### src/logic/sccc_pkg.sv
// constants, carriers and helpers for the sync, coast and clamp control registers
// Functional notes
// - clamp polarity bit acts only with external clamp; 0 high, 1 low.
// - coast select 0 takes coast pin, 1 takes vertical sync.
// - coast polarity override 0 uses detected polarity, 1 uses programmed bit.
// - coast polarity bit 0 means active low, 1 active high.
// - low-power seek allowed only while seek override bit is one.
// - sleep bit is active low: 0 powers the chip down.
// - five-bit slicer level in bits 7:3 drives the slicer comparator.
// - per-channel clamp target bits: 0 ground, 1 midscale.
// - separator counts 5 MHz periods up to threshold before toggling output.
// - coast rises the programmed number of lines before vertical sync.
// - coast holds the programmed number of lines after vertical sync.
// - status bit 7 shows horizontal sync present.
// - status bit 6 shows horizontal source: 0 pin, 1 green.
// - status bit 5 shows input horizontal sync polarity, 1 active high.
// - status bit 4 shows vertical sync present.
// - status bit 3 shows vertical source: 0 pin, 1 separator.
// - status bit 2 shows output vertical sync polarity, 1 active high.
// - status bit 1 shows sync present on green.
// - status bit 0 shows coast input polarity, 1 active high.
// - format bit 1 selects 4:2:2 when zero, 4:4:4 when one.
// - without override, horizontal source is chosen automatically and reported.
package sccc_pkg;

  ////////////////////////////////////////////////////////////////////////////
  // register offsets
  localparam logic [7:0] ADDR_CTRL   = 8'h0F;
  localparam logic [7:0] ADDR_SLICE  = 8'h10;
  localparam logic [7:0] ADDR_SEPTH  = 8'h11;
  localparam logic [7:0] ADDR_PRE    = 8'h12;
  localparam logic [7:0] ADDR_POST   = 8'h13;
  localparam logic [7:0] ADDR_STAT   = 8'h14;
  localparam logic [7:0] ADDR_FMT    = 8'h15;

  // reset values
  localparam logic [7:0] RST_CTRL    = 8'h4E;
  localparam logic [7:0] RST_SLICE   = 8'hB8;
  localparam logic [7:0] RST_SEPTH   = 8'h20;
  localparam logic [7:0] RST_PRE     = 8'h00;
  localparam logic [7:0] RST_POST    = 8'h00;
  localparam logic [7:0] RST_FMT     = 8'hFF;
  localparam logic [7:0] RD_UNMAPPED = 8'h00;

  ////////////////////////////////////////////////////////////////////////////
  // field positions in the control register
  localparam int CTL_CLAMP_EXT = 7;
  localparam int CTL_CLAMP_POL = 6;
  localparam int CTL_COAST_VS  = 5;
  localparam int CTL_COAST_OVR = 4;
  localparam int CTL_COAST_POL = 3;
  localparam int CTL_SEEK_OK   = 2;
  localparam int CTL_AWAKE     = 1;

  // slicer level and clamp target fields
  localparam int SOG_LVL_HI    = 7;
  localparam int SOG_LVL_LO    = 3;
  localparam int CLAMP_MID_HI  = 2;
  localparam int CLAMP_MID_LO  = 0;

  // status byte fields
  localparam int ST_HS_DET     = 7;
  localparam int ST_HS_SRC     = 6;
  localparam int ST_HS_POL     = 5;
  localparam int ST_VS_DET     = 4;
  localparam int ST_VS_SRC     = 3;
  localparam int ST_VS_POL     = 2;
  localparam int ST_SOG_DET    = 1;
  localparam int ST_COAST_POL  = 0;

  // format register field
  localparam int FMT_444       = 1;

  ////////////////////////////////////////////////////////////////////////////
  // pin vector positions, the first four are watched by activity monitors
  localparam int PIN_HS        = 0;
  localparam int PIN_VS        = 1;
  localparam int PIN_SOG       = 2;
  localparam int PIN_COAST     = 3;
  localparam int PIN_CLAMP     = 4;
  localparam int NUM_MON       = 4;
  localparam int NUM_PINS      = 5;

  ////////////////////////////////////////////////////////////////////////////
  // timing: separator time base derived from the system clock
  localparam int SYS_PERIOD_NS   = 20;
  localparam int SEP_PERIOD_NS   = 200;
  localparam int SEP_TICK_CYCLES = SEP_PERIOD_NS / SYS_PERIOD_NS;
  localparam int TICK_W          = 4;
  localparam logic [TICK_W-1:0] TICK_LAST = TICK_W'(SEP_TICK_CYCLES - 1);

  ////////////////////////////////////////////////////////////////////////////
  // carriers
  typedef struct packed {
    logic       wr;
    logic       rd;
    logic [7:0] addr;
    logic [7:0] wdata;
  } sccc_reg_req_t;

  typedef struct packed {
    logic       sleep;
    logic       low_power;
    logic [4:0] sog_level;
    logic [2:0] clamp_mid;
    logic       format_444;
  } sccc_ctrl_t;

  typedef struct packed {
    logic pll_coast;
    logic clamp;
    logic hsync;
    logic vsync;
    logic sep_vsync;
  } sccc_sync_t;

  // turn a raw level into an active-high assertion
  function automatic logic sccc_act(input logic level, input logic active_high);
    return active_high ? level : ~level;
  endfunction

endpackage

### src/logic/sccc_sync_monitor.sv
// activity and polarity monitor for one synchronised sync input
`timescale 1ns/1ps
module sccc_sync_monitor #(
  parameter int WIN_LOG2 = 20
) (
  input  wire logic clk_sys_i,
  input  wire logic sys_rst_i,
  input  wire logic ce_i,
  input  wire logic sig_i,
  output logic      present_o,
  output logic      active_high_o
);

  logic [WIN_LOG2-1:0] win_cnt;
  logic [WIN_LOG2-1:0] high_cnt;
  logic                prev;
  logic                saw_edge;
  wire logic           sig_edge = sig_i ^ prev;
  wire logic           win_end  = &win_cnt;

  // window-based toggle presence and majority-level polarity
  always_ff @(posedge clk_sys_i) begin
    if (sys_rst_i) begin
      win_cnt       <= '0;
      high_cnt      <= '0;
      prev          <= 1'b0;
      saw_edge      <= 1'b0;
      present_o     <= 1'b0;
      active_high_o <= 1'b0;
    end else if (ce_i) begin
      prev    <= sig_i;
      win_cnt <= win_cnt + 1'b1;
      if (win_end) begin
        present_o     <= saw_edge | sig_edge;
        // short high time means pulses are high
        active_high_o <= ~high_cnt[WIN_LOG2-1];
        saw_edge      <= 1'b0;
        high_cnt      <= '0;
      end else begin
        saw_edge <= saw_edge | sig_edge;
        high_cnt <= high_cnt + WIN_LOG2'(sig_i);
      end
    end
  end

endmodule

### src/logic/sccc_regs.sv
// sync, coast and clamp control register slice with sync processing
`timescale 1ns/1ps
module sccc_regs
  import sccc_pkg::*;
#(
  parameter int WIN_LOG2 = 20,
  parameter int LINE_W   = 11
) (
  input  wire logic          clk_sys_i,
  input  wire logic          sys_rst_i,
  input  wire logic          ce_i,
  input  wire sccc_reg_req_t reg_req_i,
  output logic [7:0]         reg_rdata_o,
  input  wire logic [NUM_PINS-1:0] pin_i,
  input  wire logic          hs_override_i,
  input  wire logic          hs_select_i,
  input  wire logic          vs_override_i,
  input  wire logic          vs_select_i,
  output sccc_ctrl_t         ctrl_o,
  output sccc_sync_t         sync_o
);

  ////////////////////////////////////////////////////////////////////////////
  // registers and state
  logic [7:0]          ctrl;
  logic [7:0]          slice;
  logic [7:0]          sep_thr;
  logic [7:0]          pre_lines;
  logic [7:0]          post_lines;
  logic [7:0]          fmt;
  logic [NUM_PINS-1:0] pin_m;
  logic [NUM_PINS-1:0] pin_s;
  logic [NUM_MON-1:0]  mon_pres;
  logic [NUM_MON-1:0]  mon_pol;
  logic [TICK_W-1:0]   tick_cnt;
  logic [7:0]          sep_cnt;
  logic                sep_seen;
  logic                sep_vs;
  logic                hs_prev;
  logic                vs_prev;
  logic [LINE_W-1:0]   line_cnt;
  logic [LINE_W-1:0]   frame_lines;
  logic [7:0]          post_cnt;

  ////////////////////////////////////////////////////////////////////////////
  // write decode
  wire logic wr_ctrl  = reg_req_i.wr && (reg_req_i.addr == ADDR_CTRL);
  wire logic wr_slice = reg_req_i.wr && (reg_req_i.addr == ADDR_SLICE);
  wire logic wr_septh = reg_req_i.wr && (reg_req_i.addr == ADDR_SEPTH);
  wire logic wr_pre   = reg_req_i.wr && (reg_req_i.addr == ADDR_PRE);
  wire logic wr_post  = reg_req_i.wr && (reg_req_i.addr == ADDR_POST);
  wire logic wr_fmt   = reg_req_i.wr && (reg_req_i.addr == ADDR_FMT);

  // pin synchronisers, second stage only is read by logic
  always_ff @(posedge clk_sys_i) begin
    if (sys_rst_i) begin
      pin_m <= '0;
      pin_s <= '0;
    end else if (ce_i) begin
      pin_m <= pin_i;
      pin_s <= pin_m;
    end
  end

  // activity and polarity monitors for hsync, vsync, green sync and coast
  for (genvar g = 0; g < NUM_MON; g++) begin : g_mon
    sccc_sync_monitor #(
      .WIN_LOG2      (WIN_LOG2)
    ) u_mon (
      .clk_sys_i     (clk_sys_i),
      .sys_rst_i     (sys_rst_i),
      .ce_i          (ce_i),
      .sig_i         (pin_s[g]),
      .present_o     (mon_pres[g]),
      .active_high_o (mon_pol[g])
    );
  end

  ////////////////////////////////////////////////////////////////////////////
  // horizontal source choice
  wire logic hs_pres  = mon_pres[PIN_HS];
  wire logic sog_pres = mon_pres[PIN_SOG];
  wire logic vs_pres  = mon_pres[PIN_VS];
  wire logic hs_auto  = (hs_pres && sog_pres) ? hs_select_i : (!hs_pres && sog_pres);
  wire logic hs_src   = hs_override_i ? hs_select_i : hs_auto;
  wire logic hs_level = hs_src ? pin_s[PIN_SOG] : pin_s[PIN_HS];
  wire logic hs_pol   = hs_src ? mon_pol[PIN_SOG] : mon_pol[PIN_HS];
  wire logic hs_act   = sccc_act(hs_level, hs_pol);
  wire logic hs_rise  = hs_act && !hs_prev;

  // vertical source choice, separator when the pin is quiet
  wire logic vs_src    = vs_override_i ? vs_select_i : !vs_pres;
  wire logic vs_pin_act = sccc_act(pin_s[PIN_VS], mon_pol[PIN_VS]);
  wire logic vs_used   = vs_src ? sep_vs : vs_pin_act;
  wire logic vs_out_pol = vs_src ? 1'h1 : mon_pol[PIN_VS];
  wire logic vs_rise   = vs_used && !vs_prev;
  wire logic vs_fall   = !vs_used && vs_prev;

  ////////////////////////////////////////////////////////////////////////////
  // coast generation
  wire logic [LINE_W:0] pre_sum = {1'b0, line_cnt} + (LINE_W+1)'(pre_lines);
  wire logic pre_hit  = (frame_lines != '0) && (pre_sum >= {1'b0, frame_lines});
  wire logic coast_vs = vs_used || (post_cnt != 8'h00) || pre_hit;
  wire logic coast_pol = ctrl[CTL_COAST_OVR] ? ctrl[CTL_COAST_POL] : mon_pol[PIN_COAST];
  // coast bit one is active high
  wire logic coast_pin = sccc_act(pin_s[PIN_COAST], coast_pol);
  wire logic pll_coast = ctrl[CTL_COAST_VS] ? coast_vs : coast_pin;

  wire logic clamp_ext = sccc_act(pin_s[PIN_CLAMP], ~ctrl[CTL_CLAMP_POL]);
  wire logic clamp     = ctrl[CTL_CLAMP_EXT] ? clamp_ext : hs_act;

  // seek low power only when allowed and no hsync or green sync seen
  wire logic low_power = ctrl[CTL_SEEK_OK] && !hs_pres && !sog_pres;

  ////////////////////////////////////////////////////////////////////////////
  // status byte assembly
  wire logic [7:0] status = {
    hs_pres,                // hsync present
    hs_src,                 // hsync source in use
    hs_pol,                 // input hsync polarity
    vs_pres,                // vsync present
    vs_src,                 // vsync source in use
    vs_out_pol,             // output vsync polarity
    sog_pres,               // green sync present
    mon_pol[PIN_COAST]      // coast input polarity
  };

  // read mux, unmapped offsets read zero
  wire logic [7:0] rd_mux =
    (reg_req_i.addr == ADDR_CTRL)  ? ctrl       :
    (reg_req_i.addr == ADDR_SLICE) ? slice      :
    (reg_req_i.addr == ADDR_SEPTH) ? sep_thr    :
    (reg_req_i.addr == ADDR_PRE)   ? pre_lines  :
    (reg_req_i.addr == ADDR_POST)  ? post_lines :
    (reg_req_i.addr == ADDR_STAT)  ? status     :
    (reg_req_i.addr == ADDR_FMT)   ? fmt        : RD_UNMAPPED;

  ////////////////////////////////////////////////////////////////////////////
  // writes land on the completing strobe
  always_ff @(posedge clk_sys_i) begin
    if (sys_rst_i) begin
      ctrl       <= RST_CTRL;
      slice      <= RST_SLICE;
      sep_thr    <= RST_SEPTH;
      pre_lines  <= RST_PRE;
      post_lines <= RST_POST;
      fmt        <= RST_FMT;
    end else if (ce_i) begin
      if (wr_ctrl)  ctrl       <= reg_req_i.wdata;
      if (wr_slice) slice      <= reg_req_i.wdata;
      if (wr_septh) sep_thr    <= reg_req_i.wdata;
      if (wr_pre)   pre_lines  <= reg_req_i.wdata;
      if (wr_post)  post_lines <= reg_req_i.wdata;
      if (wr_fmt)   fmt        <= reg_req_i.wdata;
    end
  end

  // read data captured live on the read strobe
  always_ff @(posedge clk_sys_i) begin
    if (sys_rst_i) begin
      reg_rdata_o <= RD_UNMAPPED;
    end else if (ce_i && reg_req_i.rd) begin
      reg_rdata_o <= rd_mux;
    end
  end

  ////////////////////////////////////////////////////////////////////////////
  // separator counts 5 MHz ticks
  always_ff @(posedge clk_sys_i) begin
    if (sys_rst_i) begin
      tick_cnt <= '0;
      sep_cnt  <= 8'h00;
      sep_seen <= 1'b0;
      sep_vs   <= 1'b0;
    end else if (ce_i) begin
      tick_cnt <= (tick_cnt == TICK_LAST) ? '0 : tick_cnt + 1'b1;
      if (tick_cnt == TICK_LAST) begin
        if (hs_act != sep_seen) begin
          sep_seen <= hs_act;
          sep_cnt  <= 8'h00;
        end else if (sep_cnt == sep_thr) begin
          sep_vs <= sep_seen;        // long pulse level wins
        end else begin
          sep_cnt <= sep_cnt + 8'h01;
        end
      end
    end
  end

  always_ff @(posedge clk_sys_i) begin
    if (sys_rst_i) begin
      // matches the idle level of the normalised hsync right after reset
      hs_prev     <= 1'b1;
      vs_prev     <= 1'b0;
      line_cnt    <= '0;
      frame_lines <= '0;
    end else if (ce_i) begin
      hs_prev <= hs_act;
      vs_prev <= vs_used;
      if (vs_rise) begin
        frame_lines <= line_cnt;
        line_cnt    <= '0;
      end else if (hs_rise && !(&line_cnt)) begin
        line_cnt <= line_cnt + 1'b1;
      end
    end
  end

  always_ff @(posedge clk_sys_i) begin
    if (sys_rst_i) begin
      post_cnt <= 8'h00;
    end else if (ce_i) begin
      if (vs_fall) begin
        post_cnt <= post_lines;
      end else if (hs_rise && (post_cnt != 8'h00)) begin
        post_cnt <= post_cnt - 8'h01;
      end
    end
  end

  ////////////////////////////////////////////////////////////////////////////
  // registered outputs
  always_ff @(posedge clk_sys_i) begin
    if (sys_rst_i) begin
      ctrl_o <= '0;
      sync_o <= '0;
    end else if (ce_i) begin
      ctrl_o.sleep      <= ~ctrl[CTL_AWAKE];
      ctrl_o.low_power  <= low_power;
      ctrl_o.sog_level  <= slice[SOG_LVL_HI:SOG_LVL_LO];
      ctrl_o.clamp_mid  <= slice[CLAMP_MID_HI:CLAMP_MID_LO];
      ctrl_o.format_444 <= fmt[FMT_444];
      sync_o.pll_coast  <= pll_coast;
      sync_o.clamp      <= clamp;
      sync_o.hsync      <= hs_act;
      sync_o.vsync      <= vs_used;
      sync_o.sep_vsync  <= sep_vs;
    end
  end

endmodule

### config.mk
export PLATFORM = sky130hd
export DESIGN_NAME = sccc_regs
export DESIGN_NICKNAME = d
export VERILOG_FILES = /design/src/logic/sccc_pkg.sv /design/src/logic/sccc_sync_monitor.sv /design/src/logic/sccc_regs.sv
export SDC_FILE = /design/constraint.sdc
export NUM_CORES = 1
export LEC_CHECK = 0
export BUFFER_PORTS_ARGS = -buffer_cell sky130_fd_sc_hd__buf_2
export CAP_MARGIN = 25
export CELL_PAD_IN_SITES_DETAIL_PLACEMENT = 0
export CELL_PAD_IN_SITES_GLOBAL_PLACEMENT = 2
export CORE_UTILIZATION = 42
export CTS_CLUSTER_DIAMETER = 60
export CTS_CLUSTER_SIZE = 30
export DETAILED_ROUTE_END_ITERATION = 10
export PLACE_DENSITY = 0.89
export SLEW_MARGIN = 30
export SYNTH_ARGS = -nofsm -noshare
export SYNTH_HDL_FRONTEND = slang
export SYNTH_SLANG_ARGS = --single-unit
### constraint.sdc
create_clock -name clk_sys_i -period 5.2 [get_ports clk_sys_i]
set_clock_uncertainty 0.1 [all_clocks]
set_input_delay 0.78 -clock clk_sys_i [delete_from_list [all_inputs] [get_ports clk_sys_i]]
set_output_delay 0.78 -clock clk_sys_i [all_outputs]
set_load 0.01 [all_outputs]
# Yosys cells after proc, flatten, opt, wreduce, memory -nomap -nowiden
# Index checks and enable logic that the tools add are counted.
# word_totals
register_bits	300
latchBits	0
mem_bits_rw	0
romBits	0
output_inout_bits	24
word_cells	175
n_memories	0
# classes
addsub	13
n_mul	0
div_mod_pow	0
order_cmp	1
n_eq_ne	11
shifts	0
muxes	35
bitwise_logic	16
n_reduce_logical	51
# ops
cell	count
$mux 8	11
$reduce_and 21->1	4
$add 20x1->20	4
$add 20x1->20 const B	4
$mux 20	4
$reduce_and 20->1	4
$eq 8x5->1 const B	6
$mux 11	2
$reduce_and 2->1	9
$logic_and 1x1->1	17
$mux 1	17
$add 11x8->12	1
$ge 12x11->1	1
$add 11x1->11 const B	1
$reduce_and 11->1	1
$reduce_bool 11->1	1
$not 1->1	10
$add 8x1->8 const B	1
$eq 8x4->1 const B	1
$eq 8x8->1	1
$reduce_bool 8->1	1
$sub 8x1->8 const B	1
$logic_not 1->1	7
$reduce_and 3->1	2
10 further kinds	16

# Logic depth before layout (Yosys ltp)
# depth
depth_word	11
ltp_mapped	14
mapped_depth_nobuf	14

# Hierarchy
# Synthesis repeated with hierarchy kept, for this count alone.
# unflattened
cells_unflattened	1635
hier_area_um2	14302.5
# by_module_without_submodules
mod	instances	cells_per_inst	area_each_um2	seq_area_each_um2
sccc_regs	1	745	6433.7	2542.4
sccc_sync_monitor (g_mon[0].u_mon ...)	3	222	1971.9	880.8
sccc_sync_monitor (g_mon[3].u_mon)	1	224	1953.1	880.8

# Least setup slack after synthesis
# No wires, ideal clock.
# synth_timing
path_kind	reg2reg
startpoint	register line_cnt[0]
endpoint	register sync_o[4] (netlist bit)
arrival_time_ps	3078
required_time_ps	4975
setup_slack_ps	1897
path_stages_with_launch	15
n_path_buf	0
period_less_slack_ps	3303
path_cell_list	dfxtp_1 > ha_1 > fa_1 > a21o_1 > a21oi_1 > nor2b_1 > o31a_1 > o31ai_1 > xnor2_1 > ha_1 > a21o_1 > a21o_1 > a221oi_1 > o211ai_1 > o2bb2ai_1
# synth_between
elab_chain_cells	5
# synth_lines
element	line	source
start, declared	sccc_regs.sv:41	logic [LINE_W-1:0] line_cnt;
start signal, assigned	sccc_regs.sv:204	line_cnt <= line_cnt + 1'b1;
$add 11x8->12	sccc_regs.sv:101	wire logic [LINE_W:0] pre_sum = {1'b0, line_cnt} + (LINE_W+1)'(pre_lines);
$ge 12x11->1	sccc_regs.sv:102	wire logic pre_hit = (frame_lines != '0) && (pre_sum >= {1'b0, frame_lines});
$logic_and 1x1->1	sccc_regs.sv:102	
$logic_or 1x1->1	sccc_regs.sv:103	wire logic coast_vs = vs_used || (post_cnt != 8'h00) || pre_hit;
$mux 1	sccc_regs.sv:107	wire logic pll_coast = ctrl[CTL_COAST_VS] ? coast_vs : coast_pin;
end, declared	sccc_regs.sv:20	output sccc_sync_t sync_o
# No other way between the ends.
# A chain may end at the register's enable or synchronous reset.

# Final worst setup path
# Ends and elaborated chain as after synthesis.

==> run metrics <==
run status complete, no violations; clk sinks 300; met2 Use GR between 30% and 40%; TritonCTS Buffers 28; Antenna diodes 0; Routed WL 31,800 microns; startpoint class of the critical path flip-flop; DR vias between 10,000 and 15,000; First DRT Iteration DRCs 692; P per Cell Area 311 nW/um^2; Comb pwr share 5.1%; r2r setup slk between 1.5 and 2 ns; largest net degree at the start of global routing 70; DRC violations left 0; WP data required roughly 5.5 ns; Initial Utilization between 40% and 50%; area of the multi-input gates 7410 sq um; area leader, netlist dfxtp_1; reg-to-reg endpoint sync_o[4]$_SDFFE_PP0P_; top_reg_cell synth dfxtp_1; met1 usage 26.6%; cts repair resizes 0; share of post-route cells with drive strength above 1 8.98%; M3 GR Usage 2.54%; IO buf count 53; CP max FO 6; crit path to sync_o[4]$_SDFFE_PP0P_; Netlist Area Pre-Place between 10,000 and 15,000 sq um; die width between 150 and 200 microns; fmax about 280 MHz; #FFs+latches synth 300; number of hold buffers added after CTS 0; Max IR drop VDD 0.237 mV; DRT antenna net count 0; CTS tree yes; RSZ-0062 raised after global routing false; htree depth 1; Synth Warn # 0; GRT Residual Overflow 0; max_cap viols 0; FF/Latch Area 6010 sq um; sequential element share of the synthesized area 43.5%; Hold Path Class in2reg; final worst path period share between 60% and 70%; overall power ~4.8 mW; setup TNS 0 ns; switch share 25.2%; final slew viol count 0; FP Rows 66; worst r2r src line_cnt[0]$_SDFFE_PP0P_; leakage between 5 and 6 nW; Placer Congestion 0.834; Final nets about 1,700; post-synth net total 1,640; syn_area_per_cell 8.77 sq um; GR peak layer met2; final setup fails 0; area grow syn2layout 11.9%; vias in the first global route 10,100; r2r worst-path depth 14; gr usage total 19.2%; Worst EP arrival 3.89 ns; Worst-Margin Slew ~0.91 ns; Post-synth EDFFs 0; Async SR Flop Fraction 0%; clock slew at reported path FFs approximately 0.080 ns; Final Critical Period around 3.6 ns; first-pass GRT wire length around 53,000 microns; Pint 3.59 mW; CP Capture Type flip-flop; Final Hold Fails 0; CORE AREA 32,500 sq um; post-detail-place hpwl 22,300 microns; CTS Root Cell clkbuf_16; net switching power 1.21 mW; FILL cells 3,180; Worst slew margin 39.0%; vias per inst 5.18; DR WL/cell 15.4 microns; distinct cell type count after synthesis 80; ranking of synthesized cells by area dfxtp_1 43%, nor2_1 7.3%, xor2_1 6.9%; initial antenna violation count 0; source of the critical timing path line_cnt[0]$_SDFFE_PP0P_; I/O pin total 54; Cells after Synth between 1,500 and 2,000; WS Path Type reg2reg; clk_lat worst skew 0.56 ns; Die Y 183 microns; drt pass-1 iters 4; Final Util 47.6%; die area 33,600 sq um; share of total power in the clock network a little under half; deepest clock path buffer count 3; postcts setup bufs 0; Sequential Power Share 48.9%; Synth top area share 43.5%
power groups by stage:
stage	registers [mW]	logic, mW	clock network, mW
finish	2.35	0.243	2.21
global route	2.35	0.267	2.38
CTS	2.35	0.245	2.27
detailed placement	2.40	0.244	0
global placement	2.40	0.241	0
floorplan	2.40	0.164	0
layout make-up:
| cell class | instances | share of cell area [%] |
|---|---|---|
| clock buffer | 30 | 4.79 |
| clock inverter | 22 | 1.73 |
| inverter | 38 | 0.923 |
| multi-input combinational | 1175 | 48.0 |
| sequential | 300 | 38.9 |
| tap | 442 | 3.58 |
| timing repair buffer | 61 | 2.16 |
sequential cells by signal (all words and copies together), names as in the netlist, 11 cells and up:
signal	count
g_mon.u_mon.win_cnt	80
frame_lines	11
line_cnt	11
g_mon.u_mon.high_cnt	80
ctrl_o	11
layer usage:
layer	wire (microns)	part of all wire, %
met2	14400	45
met3	1280	4.0
met4	723	2.3
met5	0	0
met1	15500	49
worst max-delay path: stages (launching register included):
cell,delay (ns)
dfxtp_1,0.36
ha_1,0.23
fa_1,0.41
a21o_1,0.18
a21oi_1,0.22
nor2b_1,0.09
o31a_1,0.27
o31ai_1,0.25
xnor2_1,0.16
ha_1,0.26
a21o_1,0.18
a21o_1,0.16
a221oi_1,0.29
o211ai_1,0.13
o2bb2ai_1,0.14
metrics by stage:
step	std cells	hold WS [ns]	worst slack [ns]	cell area [sq um]
CTS	2068	0.342	1.62	15500
detailed placement	2016	0.349	1.64	14400
floorplan	1575	0.332	1.90	13800
finish	2068	0.363	1.64	15500
global placement	2016	0.343	1.70	14400
global route	2068	0.349	1.32	15500
how the worst min path moves through the flow:
stage | startpoint | to | slack, ns | cells past startpoint
after detailed placement | g_mon[0].u_mon.saw_edge$_SDFFE_PP0P_ | g_mon[0].u_mon.saw_edge$_SDFFE_PP0P_ | 0.35 | 2
after global routing | pin_i[0] | pin_m[0]$_SDFFE_PP0P_ | 0.35 | 3
after global placement | fmt[2]$_SDFFE_PP1P_ | fmt[2]$_SDFFE_PP1P_ | 0.34 | 2
after CTS | pin_i[0] | pin_m[0]$_SDFFE_PP0P_ | 0.34 | 3
after floorplan | g_mon[0].u_mon.saw_edge$_SDFFE_PP0P_ | g_mon[0].u_mon.saw_edge$_SDFFE_PP0P_ | 0.33 | 2
final | pin_i[0] | pin_m[0]$_SDFFE_PP0P_ | 0.36 | 3
cells in the final DEF (no fill, tap or decap), types with 8 or more instances in the layout:
master | netlist | layout
or3_1 | 24 | 24
nand2_1 | 148 | 148
dfxtp_1 | 300 | 300
ha_1 | 34 | 34
inv_1 | 38 | 38
xnor2_1 | 55 | 55
and3_1 | 34 | 34
a21oi_1 | 72 | 72
a211oi_1 | 12 | 12
clkbuf_16 | 0 | 29
o21ai_0 | 54 | 54
nor3_1 | 15 | 15
o211ai_1 | 11 | 11
and4_1 | 8 | 8
mux2i_1 | 87 | 87
nor2_1 | 267 | 267
buf_4 | 2 | 9
buf_2 | 10 | 51
nand4_1 | 44 | 44
xor2_1 | 109 | 109
inv_6 | 0 | 8
nor2b_1 | 10 | 10
nor4_1 | 14 | 13
nand3_1 | 55 | 55
synth_stat cells, types with 5 or more instances:
library cell and count:
o211ai_1 11, and2_1 6, a31oi_1 5, nor4_1 14, and4_1 8, nor3_1 15
and3_1 34, or4_1 5, nand3_1 55, or2_2 6, o21ai_0 54, nand2_1 148
xor2_1 109, a221oi_1 5, inv_1 38, a21oi_1 72, xnor2_1 55, mux2i_1 87
buf_2 10, a211oi_1 12, clkbuf_1 47, nor2b_1 10, or3_1 24, a21o_1 5
nand4_1 44, ha_1 34, dfxtp_1 300, nand2b_1 7, nor2_1 267, o21a_1 6
cells by family after synthesis:
kind of cell	share of synthesized area, %
compound gates	10.1
xor+xnor	10.4
fa+ha+maj	3.23
buf+inv	2.92
flops	43.5
mux	6.47
simple gates	23.4
Note: power is estimated with default switching activity, not from simulation.
